**src/inc/pjd_pkg.sv**
```systemverilog
// Functional notes
// (RULE1) Cassette pickup: page-top leading edge late after pre-feed leading edge flags pickup jam.
// (RULE2) Accessory pickup: page-top leading edge late after feed clutch on flags pickup jam.
// (RULE3) Pickup is retried per source before the jam; manual tray gets four attempts.
// (RULE4) Page-top trailing edge late after its leading edge flags feed stay jam.
// (RULE5) Both width sensors still covered too long after page-top trailing edge: feed stay; flagged if either one is still covered.
// (RULE6) Fuser output leading edge late after page-top leading edge flags fuser delay.
// (RULE7) Fuser output trailing edge late after page-top trailing edge flags fuser stay.
// (RULE8) Fuser output losing paper inside window after its leading edge flags fuser wrap.
// (RULE9) Switchback jam sensor leading edge late after fuser output leading edge: delay two.
// (RULE10) Switchback jam sensor trailing edge late after fuser output trailing edge: stay two.
// (RULE11) Duplex re-pickup sensor leading edge late after duplex reverse start flags jam.
// (RULE12) Face-down: delivery edges late after switchback start flag delay or stay three.
// (RULE13) Face-up: delivery edges late after fuser output leading edge flag delay or stay three.
// (RULE14) Paper at power-on, door closure or power-save exit flags residual jam.
// (RULE15) Door opened during a feed operation flags door open jam.
// (RULE16) Leftover paper at power-on or door closure starts automatic clearing.
// (RULE17) Stack surface sensor one late after lifter motor start reports lift-up fault.
// (RULE18) Lifter driver status reporting a fault flags lifter motor failure.
// (RULE19) Any jam switches all motors off and raises the jam indication; only main_feed_motor is switched off.
// (RULE20) Each checkpoint timeout is its own programmable count; each jam a distinct code.
package pjd_pkg;

  // ****************************************
  // Checkpoint timer indices
  // ****************************************
  localparam int NUM_TMO = 12;
  localparam int TMO_PICK = 0;
  localparam int TMO_TOP_TRAIL = 1;
  localparam int TMO_WIDTH_TRAIL = 2;
  localparam int TMO_FUSER_LEAD = 3;
  localparam int TMO_FUSER_TRAIL = 4;
  localparam int TMO_WRAP = 5;
  localparam int TMO_SB_LEAD = 6;
  localparam int TMO_SB_TRAIL = 7;
  localparam int TMO_DUPLEX = 8;
  localparam int TMO_DELIV_LEAD = 9;
  localparam int TMO_DELIV_TRAIL = 10;
  localparam int TMO_LIFT = 11;

  // ****************************************
  // Jam codes reported to the formatter
  // ****************************************
  localparam logic [3:0] JAM_NONE = 4'h0;
  localparam logic [3:0] JAM_PICKUP = 4'h1;
  localparam logic [3:0] JAM_FEED_STAY_TOP = 4'h2;
  localparam logic [3:0] JAM_FEED_STAY_WIDTH = 4'h3;
  localparam logic [3:0] JAM_FUSER_DELAY = 4'h4;
  localparam logic [3:0] JAM_FUSER_STAY = 4'h5;
  localparam logic [3:0] JAM_FUSER_WRAP = 4'h6;
  localparam logic [3:0] JAM_OUT2_DELAY = 4'h7;
  localparam logic [3:0] JAM_OUT2_STAY = 4'h8;
  localparam logic [3:0] JAM_DUPLEX = 4'h9;
  localparam logic [3:0] JAM_OUT3_DELAY = 4'ha;
  localparam logic [3:0] JAM_OUT3_STAY = 4'hb;
  localparam logic [3:0] JAM_RESIDUAL = 4'hc;
  localparam logic [3:0] JAM_DOOR = 4'hd;

  // ****************************************
  // Pickup sources and attempt counts
  // ****************************************
  localparam logic [1:0] SRC_MANUAL = 2'h0;
  localparam logic [1:0] SRC_CASSETTE = 2'h1;
  localparam logic [1:0] SRC_ACCESSORY = 2'h2;
  localparam logic [3:0] MANUAL_TRIES = 4'h4;
  localparam logic [3:0] DEFAULT_TRIES = 4'h3;
  localparam int DEFAULT_TMO_WIDTH = 16;

  // ****************************************
  // Reset values
  // ****************************************
  localparam logic [3:0] RST_TRIES = 4'h0;
  localparam logic RST_POR_PENDING = 1'b1;

  typedef enum logic [0:0] {ST_RUN, ST_JAM} pjd_state_e;

endpackage : pjd_pkg

```
**src/rtl/pjd_jam_detector.sv**
```systemverilog
`timescale 1ns/10ps

// ****************************************
// Checkpoint timer
// ****************************************
module pjd_timer #(
  parameter int TW = 16
) (
  input wire logic sys_clk,
  input wire logic srst,
  input wire logic start,
  input wire logic stop,
  input wire logic abort,
  input wire logic [TW-1:0] limit,
  output logic running,
  output logic expired,
  output logic stopped
);
  logic [TW-1:0] count;

  // A start wins over a stop in the same cycle so a new page is never missed.
  always_ff @(posedge sys_clk) begin
    if (srst || abort) begin
      running <= 1'b0;
      count <= '0;
      expired <= 1'b0;
      stopped <= 1'b0;
    end else begin
      expired <= 1'b0;
      stopped <= 1'b0;
      if (start) begin
        running <= 1'b1;
        count <= '0;
      end else if (running && stop) begin
        running <= 1'b0;
        stopped <= 1'b1;
      end else if (running && (count >= limit)) begin
        running <= 1'b0;
        expired <= 1'b1;
      end else if (running) begin
        count <= count + 1'b1;
      end
    end
  end
endmodule : pjd_timer

// ****************************************
// Paper path jam detector
// ****************************************
module pjd_jam_detector
  import pjd_pkg::*;
#(
  parameter int TMO_WIDTH = DEFAULT_TMO_WIDTH,
  parameter logic [3:0] OTHER_TRIES = DEFAULT_TRIES
) (
  input wire logic sys_clk,
  input wire logic srst,
  input wire logic prefeed_sensor,
  input wire logic page_top_sensor,
  input wire logic width_sensor_one,
  input wire logic width_sensor_two,
  input wire logic fuser_out_sensor,
  input wire logic switchback_jam_sensor,
  input wire logic delivery_sensor,
  input wire logic duplex_repick_sensor,
  input wire logic stack_surface_sensor_one,
  input wire logic cassette_lifter_motor,
  input wire logic lifter_driver_fault,
  input wire logic [1:0] pickup_source,
  input wire logic media_feed_clutch,
  input wire logic duplex_reverse_start,
  input wire logic switchback_start,
  input wire logic face_up,
  input wire logic door_open,
  input wire logic powersave_exit,
  input wire logic feed_in_progress,
  input wire logic jam_clear,
  input wire logic [NUM_TMO-1:0][TMO_WIDTH-1:0] tmo_limit,
  output logic jam_flag,
  output logic [3:0] jam_code,
  output logic main_feed_motor,
  output logic pickup_retry,
  output logic auto_clear,
  output logic lift_fault,
  output logic lifter_motor_fault
);

  // ****************************************
  // Elaboration checks
  // ****************************************
  if (TMO_WIDTH < 2 || TMO_WIDTH > 32) begin : g_bad_width
    $error("TMO_WIDTH must lie between 2 and 32");
  end
  if (OTHER_TRIES == 4'h0) begin : g_bad_tries
    $error("OTHER_TRIES must be at least one");
  end

  // ****************************************
  // Edge detection
  // ****************************************
  logic prefeed_d, top_d, fuser_d, sb_d, deliv_d, duplex_d, clutch_d, lifter_d, door_d;
  logic top_rise, top_fall, fuser_rise, fuser_fall, width_any;
  pjd_state_e state;

  // All sensor inputs are synchronous, so one stage of history gives clean edges.
  always_ff @(posedge sys_clk) begin
    if (srst) begin
      prefeed_d <= 1'b0;
      top_d <= 1'b0;
      fuser_d <= 1'b0;
      sb_d <= 1'b0;
      deliv_d <= 1'b0;
      duplex_d <= 1'b0;
      clutch_d <= 1'b0;
      lifter_d <= 1'b0;
      door_d <= 1'b0;
    end else begin
      prefeed_d <= prefeed_sensor;
      top_d <= page_top_sensor;
      fuser_d <= fuser_out_sensor;
      sb_d <= switchback_jam_sensor;
      deliv_d <= delivery_sensor;
      duplex_d <= duplex_repick_sensor;
      clutch_d <= media_feed_clutch;
      lifter_d <= cassette_lifter_motor;
      door_d <= door_open;
    end
  end

  assign top_rise = page_top_sensor & ~top_d;
  assign top_fall = ~page_top_sensor & top_d;
  assign fuser_rise = fuser_out_sensor & ~fuser_d;
  assign fuser_fall = ~fuser_out_sensor & fuser_d;
  assign width_any = width_sensor_one | width_sensor_two;

  // ****************************************
  // Checkpoint timers
  // ****************************************
  logic [NUM_TMO-1:0] t_start, t_stop, t_exp, t_stopped;
  logic abort_all;
  logic deliv_start;

  assign abort_all = (state == ST_JAM);

  always_comb begin
    t_start = '0;
    t_stop = '0;
    // (RULE1) Cassette pickup start point.
    // (RULE2) Accessory pickup start point.
    if (pickup_source == SRC_ACCESSORY) begin
      t_start[TMO_PICK] = media_feed_clutch & ~clutch_d;
    end else begin
      t_start[TMO_PICK] = prefeed_sensor & ~prefeed_d;
    end
    t_stop[TMO_PICK] = top_rise;
    // (RULE4) Page-top trailing edge.
    t_start[TMO_TOP_TRAIL] = top_rise;
    t_stop[TMO_TOP_TRAIL] = top_fall;
    // (RULE5) Width sensors clear.
    t_start[TMO_WIDTH_TRAIL] = top_fall;
    t_stop[TMO_WIDTH_TRAIL] = ~width_any;
    // (RULE6) Fuser output leading edge.
    t_start[TMO_FUSER_LEAD] = top_rise;
    t_stop[TMO_FUSER_LEAD] = fuser_rise;
    // (RULE7) Fuser output trailing edge.
    t_start[TMO_FUSER_TRAIL] = top_fall;
    t_stop[TMO_FUSER_TRAIL] = fuser_fall;
    // (RULE8) Wrap watch window.
    t_start[TMO_WRAP] = fuser_rise;
    t_stop[TMO_WRAP] = ~fuser_out_sensor;
    // (RULE9) Switchback jam sensor leading edge.
    t_start[TMO_SB_LEAD] = fuser_rise;
    t_stop[TMO_SB_LEAD] = switchback_jam_sensor & ~sb_d;
    // (RULE10) Switchback jam sensor trailing edge.
    t_start[TMO_SB_TRAIL] = fuser_fall;
    t_stop[TMO_SB_TRAIL] = ~switchback_jam_sensor & sb_d;
    // (RULE11) Duplex re-pickup leading edge.
    t_start[TMO_DUPLEX] = duplex_reverse_start;
    t_stop[TMO_DUPLEX] = duplex_repick_sensor & ~duplex_d;
    // (RULE12) Face-down delivery is timed from the switchback start.
    // (RULE13) Face-up delivery is timed from the fuser output leading edge.
    t_start[TMO_DELIV_LEAD] = deliv_start;
    t_stop[TMO_DELIV_LEAD] = delivery_sensor & ~deliv_d;
    t_start[TMO_DELIV_TRAIL] = deliv_start;
    t_stop[TMO_DELIV_TRAIL] = ~delivery_sensor & deliv_d;
    // (RULE17) Lifter start to stack surface found.
    t_start[TMO_LIFT] = cassette_lifter_motor & ~lifter_d;
    t_stop[TMO_LIFT] = stack_surface_sensor_one;
  end

  assign deliv_start = face_up ? fuser_rise : switchback_start;

  // (RULE20) One independent timer and limit per checkpoint.
  for (genvar i = 0; i < NUM_TMO; i++) begin : g_tmo
    pjd_timer #(
      .TW(TMO_WIDTH)
    ) u_timer (
      .sys_clk(sys_clk),
      .srst(srst),
      .start(t_start[i]),
      .stop(t_stop[i]),
      .abort(abort_all && (i != TMO_LIFT)),
      .limit(tmo_limit[i]),
      .running(),
      .expired(t_exp[i]),
      .stopped(t_stopped[i])
    );
  end

  // ****************************************
  // Pickup attempts
  // ****************************************
  logic [3:0] tries;
  logic [3:0] max_tries;
  logic pick_fail;

  // The manual tray gets a fixed count; every other source uses the parameter.
  assign max_tries = (pickup_source == SRC_MANUAL) ? MANUAL_TRIES : OTHER_TRIES;
  assign pick_fail = t_exp[TMO_PICK] && ((tries + 4'h1) >= max_tries);

  // (RULE3) Count failed attempts and ask for a retry until the limit.
  always_ff @(posedge sys_clk) begin
    if (srst) begin
      tries <= RST_TRIES;
      pickup_retry <= 1'b0;
    end else begin
      pickup_retry <= 1'b0;
      if (top_rise || state == ST_JAM) begin
        tries <= RST_TRIES;
      end else if (t_exp[TMO_PICK]) begin
        if (pick_fail) begin
          tries <= RST_TRIES;
        end else begin
          tries <= tries + 4'h1;
          pickup_retry <= 1'b1;
        end
      end
    end
  end

  // ****************************************
  // Residual paper check triggers
  // ****************************************
  logic por_pending, door_close, residual, check_now, clear_trigger;

  assign door_close = door_d & ~door_open;
  assign residual = page_top_sensor | width_any | fuser_out_sensor;
  assign check_now = por_pending | door_close | powersave_exit;
  assign clear_trigger = por_pending | door_close;

  // The power-on check runs once, in the first cycle after reset is released.
  always_ff @(posedge sys_clk) begin
    if (srst) begin
      por_pending <= RST_POR_PENDING;
    end else begin
      por_pending <= 1'b0;
    end
  end

  // (RULE16) Automatic clearing pulse.
  always_ff @(posedge sys_clk) begin
    if (srst) begin
      auto_clear <= 1'b0;
    end else begin
      auto_clear <= clear_trigger & residual;
    end
  end

  // ****************************************
  // Jam classification
  // ****************************************
  logic [3:0] next_code;

  // Priority only matters when two checkpoints fail in one cycle; the earlier
  // stage of the path is reported because it is the likely root cause.
  always_comb begin
    next_code = JAM_NONE;
    // (RULE15) Door open during feed.
    if (door_open && feed_in_progress) begin
      next_code = JAM_DOOR;
    // (RULE14) Residual paper.
    end else if (check_now && residual) begin
      next_code = JAM_RESIDUAL;
    // (RULE1) Pickup jam after last attempt.
    end else if (pick_fail) begin
      next_code = JAM_PICKUP;
    // (RULE4) Page-top stay.
    end else if (t_exp[TMO_TOP_TRAIL]) begin
      next_code = JAM_FEED_STAY_TOP;
    // (RULE5) Width stay.
    end else if (t_exp[TMO_WIDTH_TRAIL]) begin
      next_code = JAM_FEED_STAY_WIDTH;
    // (RULE6) Fuser delay.
    end else if (t_exp[TMO_FUSER_LEAD]) begin
      next_code = JAM_FUSER_DELAY;
    // (RULE7) Fuser stay.
    end else if (t_exp[TMO_FUSER_TRAIL]) begin
      next_code = JAM_FUSER_STAY;
    // (RULE8) Paper lost early means wrap.
    end else if (t_stopped[TMO_WRAP]) begin
      next_code = JAM_FUSER_WRAP;
    // (RULE9) Second-stage delay.
    end else if (t_exp[TMO_SB_LEAD]) begin
      next_code = JAM_OUT2_DELAY;
    // (RULE10) Second-stage stay.
    end else if (t_exp[TMO_SB_TRAIL]) begin
      next_code = JAM_OUT2_STAY;
    // (RULE11) Duplex re-pickup.
    end else if (t_exp[TMO_DUPLEX]) begin
      next_code = JAM_DUPLEX;
    // (RULE12) Third-stage delay.
    end else if (t_exp[TMO_DELIV_LEAD]) begin
      next_code = JAM_OUT3_DELAY;
    // (RULE13) Third-stage stay.
    end else if (t_exp[TMO_DELIV_TRAIL]) begin
      next_code = JAM_OUT3_STAY;
    end
  end

  // ****************************************
  // Jam state and transport control
  // ****************************************
  // (RULE19) A jam stops the main feed motor and holds the indication until cleared.
  always_ff @(posedge sys_clk) begin
    if (srst) begin
      state <= ST_RUN;
      jam_flag <= 1'b0;
      jam_code <= JAM_NONE;
      main_feed_motor <= 1'b0;
    end else begin
      case (state)
        ST_RUN: begin
          main_feed_motor <= 1'b1;
          if (next_code != JAM_NONE) begin
            state <= ST_JAM;
            jam_flag <= 1'b1;
            jam_code <= next_code;
            main_feed_motor <= 1'b0;
          end
        end
        ST_JAM: begin
          main_feed_motor <= 1'b0;
          // A clear is refused while the door is still open during feed.
          if (jam_clear && !(door_open && feed_in_progress)) begin
            state <= ST_RUN;
            jam_flag <= 1'b0;
            jam_code <= JAM_NONE;
          end
        end
        default: begin
          state <= ST_JAM;
          jam_flag <= 1'b1;
          main_feed_motor <= 1'b0;
        end
      endcase
    end
  end

  // ****************************************
  // Optional feeder faults
  // ****************************************
  // A fault that arrives in the clearing cycle wins, so no event is dropped.
  always_ff @(posedge sys_clk) begin
    if (srst) begin
      lift_fault <= 1'b0;
      lifter_motor_fault <= 1'b0;
    end else begin
      // (RULE17) Lift-up fault.
      if (t_exp[TMO_LIFT]) begin
        lift_fault <= 1'b1;
      end else if (jam_clear) begin
        lift_fault <= 1'b0;
      end
      // (RULE18) Lifter driver fault.
      if (lifter_driver_fault) begin
        lifter_motor_fault <= 1'b1;
      end else if (jam_clear) begin
        lifter_motor_fault <= 1'b0;
      end
    end
  end

endmodule : pjd_jam_detector
```
**config.mk**
```make
export PLATFORM = sky130hd
export DESIGN_NAME = pjd_jam_detector
export DESIGN_NICKNAME = d
export VERILOG_FILES = /design/src/inc/pjd_pkg.sv /design/src/rtl/pjd_jam_detector.sv
export SDC_FILE = /design/constraint.sdc
export NUM_CORES = 1
export LEC_CHECK = 0
export BUFFER_PORTS_ARGS = -buffer_cell sky130_fd_sc_hd__clkbuf_2
export CAP_MARGIN = 20
export CORE_ASPECT_RATIO = 2
export CORE_MARGIN = 1.5
export CORE_UTILIZATION = 40
export DETAILED_ROUTE_END_ITERATION = 8
export RECOVER_POWER = 50
export SYNTH_ARGS = -nofsm -noshare
export SYNTH_HDL_FRONTEND = slang
export SYNTH_SLANG_ARGS = --single-unit
```
**constraint.sdc**
```tcl
create_clock -name sys_clk -period 3.85 [get_ports sys_clk]
set_input_delay 0.385 -clock sys_clk [delete_from_list [all_inputs] [get_ports sys_clk]]
set_output_delay 0.385 -clock sys_clk [all_outputs]
set_load 0.02 [all_outputs]
```
Yosys cells after proc, flatten, opt, wreduce, memory -nomap -nowiden
Cells that the tools add are included.
- register bits after elaboration: 241
- bits of input ports: 215
- output and inout port bits: 10
- word-level logic and storage cells: 305
- add/sub/neg operators: 13
- order comparisons: 13
- eq/ne operators: 3
- muxes and demuxes: 81
- bitwise operators: 59
- reduce and logical (&&, ||, !) cells: 81
- operator list (kind ; number):
    adder 16 x 1 -> 16 bit, second input constant ; 12
    >= comparator 16 bit ; 12
    two-way mux 4 bit ; 16
    two-way mux 1 bit ; 60
    NOT 1 bit ; 40
    AND reduction 3 bit ; 12
    nonzero test 3 bit ; 12
    OR reduction 3 bit ; 12
    logical AND 1 bit ; 28
    OR reduction 2 bit ; 9
    bitwise AND 1 bit ; 14
    case mux 4 bit (2 select lines) ; 1
    case mux 1 bit (2 select lines) ; 3
    OR 1 bit ; 5
    adder 4 x 1 -> 4 bit, second input constant ; 1
    >= comparator 4 x 3 -> 1 bit ; 1
    nonzero test 2 bit ; 2
    nonzero test 4 bit ; 1
    two-way mux 3 bit ; 1
    == test 2 bit, second input constant ; 1
    logical NOT 2 bit ; 1
    logical OR 1 bit ; 2
    != test 2 x 1 -> 1 bit, second input constant ; 1
    != test 2 bit, second input constant ; 1
    other kinds (2) ; 2

Depth between registers and ports, before layout
- depth in word-level cells: 16
- mapped depth: 10
- depth with buffers taken out: 9

By module
A second synthesis with hierarchy kept.
- cells, all modules: 2245
- area, all modules: 18246.2 um^2
- modules (own cells, without submodules) (module ; instances ; cells an instance ; area each (um^2) ; seq. area each (um^2)):
    pjd_timer (g_tmo[0].u_timer ...) ; 11 ; 178 ; 1436.4 ; 380.4
    pjd_timer (g_tmo[9].u_timer) ; 1 ; 148 ; 1257.5 ; 380.4
    pjd_jam_detector ; 1 ; 139 ; 1188.6 ; 500.5

Least setup slack after synthesis
No wires, ideal clock.
- kind: input to register
- from: input port pickup_source[1]
- to: register jam_code[2]
- library setup time: 59 ps
- arrival time: 2371 ps
- required time: 3791 ps
- path slack: 1420 ps
- stages on the path: 9
- buffers on the path: 0
- cell sequence: nor2_1 > inv_1 > ha_1 > nand2b_1 > a21oi_1 > a21oi_1 > or4_1 > a21boi_1 > a221o_1
- cells in the longest elaborated chain, start to end: 10
- elaborated cells on any way between the ends: 12
- classes of those cells: order compare: 1; eq/ne: 1; mux: 6; reduce/logical: 4
- RTL lines (what ; RTL line ; RTL):
    start: declaration ; pjd_jam_detector.sv:69 ; input wire logic [1:0] pickup_source,
    logical NOT 2 bit * ; pjd_jam_detector.sv:218 ; assign max_tries = (pickup_source == SRC_MANUAL) ? MANUAL_TRIES : OTHER_TRIES;
    two-way mux 3 bit * ; pjd_jam_detector.sv:218 ;
    >= comparator 4 x 3 -> 1 bit * ; pjd_jam_detector.sv:219 ; assign pick_fail = t_exp[TMO_PICK] && ((tries + 4'h1) >= max_tries);
    logical AND 1 bit * ; pjd_jam_detector.sv:219 ;
    two-way mux 4 bit * ; pjd_jam_detector.sv:285 ; end else if (pick_fail) begin
    two-way mux 4 bit * ; pjd_jam_detector.sv:282 ; end else if (check_now && residual) begin
    two-way mux 4 bit * ; pjd_jam_detector.sv:279 ; if (door_open && feed_in_progress) begin
    nonzero test 4 bit ; pjd_jam_detector.sv:334 ; if (next_code != JAM_NONE) begin
    != test 2 bit (no line) ; n/a ;
    AND reduction 2 bit (no line) ; n/a ;
    end signal: assignment ; pjd_jam_detector.sv:337 ; jam_code <= next_code;
    end: declaration ; pjd_jam_detector.sv:80 ; output logic [3:0] jam_code,
Every way passes the cells marked *; elsewhere a longest branch is shown, timed or not. The select of a mux whose other input is x is not followed.
A chain may end at the register's enable or synchronous reset.

Final worst setup path
- from: register g_tmo[5].u_timer.count[3]
- to: register g_tmo[5].u_timer.count[5]
- cells in the longest elaborated chain, start to end: 4
- elaborated cells on any way between the ends: 5
- classes of those cells: add/sub: 1; order compare: 1; bitwise: 1; reduce/logical: 2
- RTL lines (what ; RTL line ; RTL):
    start: declaration ; pjd_jam_detector.sv:19 ; logic [TW-1:0] count;
    start signal: assignment ; pjd_jam_detector.sv:41 ; count <= count + 1'b1;
    >= comparator 16 bit ; pjd_jam_detector.sv:37 ; end else if (running && (count >= limit)) begin
    logical AND 1 bit ; pjd_jam_detector.sv:37 ;
    NOT 1 bit (no line) ; n/a ;
    AND reduction 3 bit (no line) ; n/a ;
Several ways; a longest one is shown, not always the timed one.

==> metrics.md <==
| Metric | Value |
|---|---|
| Most Crowded Layer GR | met2 |
| Total CTS buffers | 25 |
| Unique masters post-synth | 56 |
| Max-slew violations | 34 |
| RSZ-0062 raised after global routing | no |
| Post-CTS Hold Fix Bufs | 0 |
| Cell Chain, Critical Path | ha_1 > a2111oi_0 > nor3_1 > a211oi_1 > nor2_1 > or4_1 > a21oi_1 |
| Compound-cell area share of the yosys netlist | 0.225 |
| Vias in the first global route | between 10k and 15k |
| Fin. Hold Viols | 0 |
| Std-Cell Rows | between 100 and 150 |
| Post-route cell area | between 15,000 and 20,000 µm² |
| Die area | about 40,000 µm² |
| Initial DRC count | between 400 and 500 |
| Critical path class | reg2reg |
| Failing checks | max-capacitance violations, max-slew violations |
| Maximum VDD drop | around 0.33 mV |
| Max Freq | ~0.33 GHz |
| GR Util met3 | 0.0274 |
| Hold depth | 3 |
| Residual DRC | 0 |
| Status | finished with violations |
| Placer Congestion | between 0.8 and 0.9 |
| Die H | between 200 and 300 µm |
| FFs w/ async S/R, synth | 0 |
| First-pass GRT wire length | 69,600 µm |
| GRT met2 Usage | 0.434 |
| Share of post-route cells with drive strength above 1 | 0.125 |
| TNS Setup | 0 ps |
| CTS Buffer Depth | 3 |
| CP max-delay cell | a211oi_1 |
| Final nets | approximately 2.6k |
| Synth Flop Type | dfxtp_1 |
| Starting Density | 0.404 |
| #FFs+latches synth | 241 |
| Simple-gate area share of the yosys netlist | 0.210 |
| Routed Antenna Nets | 0 |
| Dpl cell area | about 17,000 µm² |
| # setup viols final | 0 |
| Die width | between 100 and 150 µm |
| IO Pins | between 200 and 250 |
| Remaining Overflow, GRT | 0 |
| CP Buf/Inv Count | 0 |
| Synth top area share | 0.309 |
| CP peak stage delay | roughly 650 ps |
| Synth Area in XOR/XNOR | 0.0157 |
| Worst skew pair latency | 550 ps |
| Required time of the critical path | 4290 ps |
| Root Driver | clkbuf_16 |
| Post-Synth Adder-Cell Area | 0.167 |
| Mapped Cells | 1,953 |
| Leak Pwr | 7.69 nW |
| PostCTS Resize Cnt | 0 |
| GRT Total Usage | 0.213 |
| DP HPWL | ~34,000 µm |
| DRT Wirelength | 43,000 µm |
| CTS tree | done |
| Synth Warn # | 0 |
| Largest net degree at the start of global routing | 34 |
| Clock-pin slew on the worst setup and hold paths | approximately 60 ps |
| Critical path arrival | approximately 3500 ps |
| Setup crit start kind | flop |
| 1st-pass router iterations | 5 |
| Vias per inst | about 5.5 |
| Worst path depth | 7 |
| EDFF count, synth | 0 |
| Core area | 38,500 µm² |
| CP delay by family, top | compound AO/OA/AOI/OAI gates |
| Largest family of logic cells by synthesized area | compound AO/OA/AOI/OAI gates |
| Clock sink count | about 240 |
| Antenna violations before repair | 2 |
| Hold/Removal Path Class | in2reg |
| Tcrit/Tclk final | 0.795 |
| Met1 GRT Util | 0.204 |
| Post-synth top area cell | dfxtp_1 |
| H-tree depth | 1 |
| Max Cap Viol | 1 |
| Power per cell area | between 300 and 400 nW/µm² |
| Slew margin rel. | -0.0265 |
| Area contributors post-synth | dfxtp_1, ha_1, a21oi_1, inv_1, o21ai_0 |
| I/O Buffers | between 200 and 250 |
| Crit path capture type | flop |
| Vias | around 15k |
| Multiplexer share of the synthesized area | 0.00907 |
| Crit path max fanout | 13 |
| Worst Skew | around 20 ps |
| Net Count, Synth | around 2.4k |
| Sequential fraction of the synthesis area | 0.309 |
| Routed WL per cell | 15.9 µm |
| Syn-to-layout area delta | 16.5% |
| Layout Utilization | 0.471 |
| Syn_area_per_cell | 7.98 µm² |
| Worst Max-Slew Pin Slew | 1540 ps |
| R2r worst-path depth | 7 |
| Mapped Area | 15,600 µm² |
| Min cycle time layout | between 3000 and 4000 ps |
| Post-CTS Setup Bufs | 0 |
## registers in the layout, summed over array words and instances, names as in the netlist, 4 cells and up
signal,count
jam_code,4
tries,4
g_tmo.u_timer.running,12
g_tmo.u_timer.count,192
g_tmo.u_timer.expired,11
## tightest hold or removal path, delay by kind of cell
family | cells | cell delay (ps)
simple gates | 1 | 60
compound gates | 1 | 30
buf+inv | 1 | 70
## synthesized netlist by cell type (all sizes together) (6+ instances only)
master,n
o21ai,165
or2,9
o21a,18
xor2,16
nor3,24
mux2i,13
and4,15
nor3b,6
o31ai,55
nor2,95
a2111oi,6
inv,223
clkbuf,41
nor2b,9
nand2,134
or4,62
nand2b,24
o211a,11
and3,23
ha,207
and2,13
nand3,76
nand4,34
or3,74
o2111ai,17
nor4,10
dfxtp,241
a211oi,32
o211ai,33
a21oi,224
xnor2,12
## metrics by stage
step | setup slack [ps] | hold slack (ps) | instances | total power [mW]
floorplan | 1420 | 413 | 1953 | 2.85
global placement | 997 | 429 | 2664 | 3.06
detailed placement | 936 | 441 | 2664 | 3.08
CTS | 947 | 26.9 | 2710 | 5.87
global route | 529 | 40.1 | 2713 | 6.03
finish | 791 | 54.0 | 2713 | 5.77
## cell families (layout without fill, tap and decap cells)
kind of cell,count (synthesis),count (layout)
multiplexers,14,14
AND/OR/NAND/NOR,613,613
buffers and inverters,267,506
flip-flops,241,241
other,0,1
adder cells (fa/ha/maj),208,208
AO/OA/AOI/OAI,582,582
XOR/XNOR,28,28
## area by class of cell
cell class / instances / area, µm²
diodes: 1 / 2.50
clock buffers: 31 / 688
clock inverters: 15 / 238
fillers: 3875 / 20400
inverters: 223 / 837
multi-input cells: 1445 / 9750
flip-flops and latches: 241 / 4820
well taps: 520 / 651
repair buffers: 237 / 1170
## layout by cell type, fill, tap and decap left out, types with 24 or more instances in the layout
cell type	synthesis	routed
dfxtp_1	241	241
a21oi_1	224	224
inv_1	223	223
clkbuf_2	0	213
ha_1	207	207
o21ai_0	153	156
nand2_1	134	134
nor2_1	95	95
nand3_1	76	76
or3_1	74	74
or4_1	62	62
o31ai_1	55	55
nand4_1	34	34
o211ai_1	33	33
a211oi_1	31	32
clkbuf_16	0	25
nand2b_1	24	24
nor3_1	24	24
## power breakdown
part / switching [mW] / internal, mW / total (mW)
Clock: 1.09 / 1.68 / 2.77
Combinational: 0.282 / 0.192 / 0.473
Sequential: 0.0159 / 2.52 / 2.53
## routing by layer
layer | vias up | share of wire
met2 | 308 | 0.56
met1 | 7050 | 0.36
met4 | 2 | 0.043
li1 | 7592 | -
met5 | - | 0.00040
met3 | 103 | 0.038
## final timing paths
check / start / endpoint / slack (ps)
worst max-delay path: g_tmo[5].u_timer.count[3] / g_tmo[5].u_timer.count[5] / 790
worst min-delay path: lifter_driver_fault / lifter_motor_fault / 50
worst max register to register: g_tmo[5].u_timer.count[3] / g_tmo[5].u_timer.count[5] / 790
worst min register to register: g_tmo[11].u_timer.expired / lift_fault / 450
(Power assumes the default switching activity.)
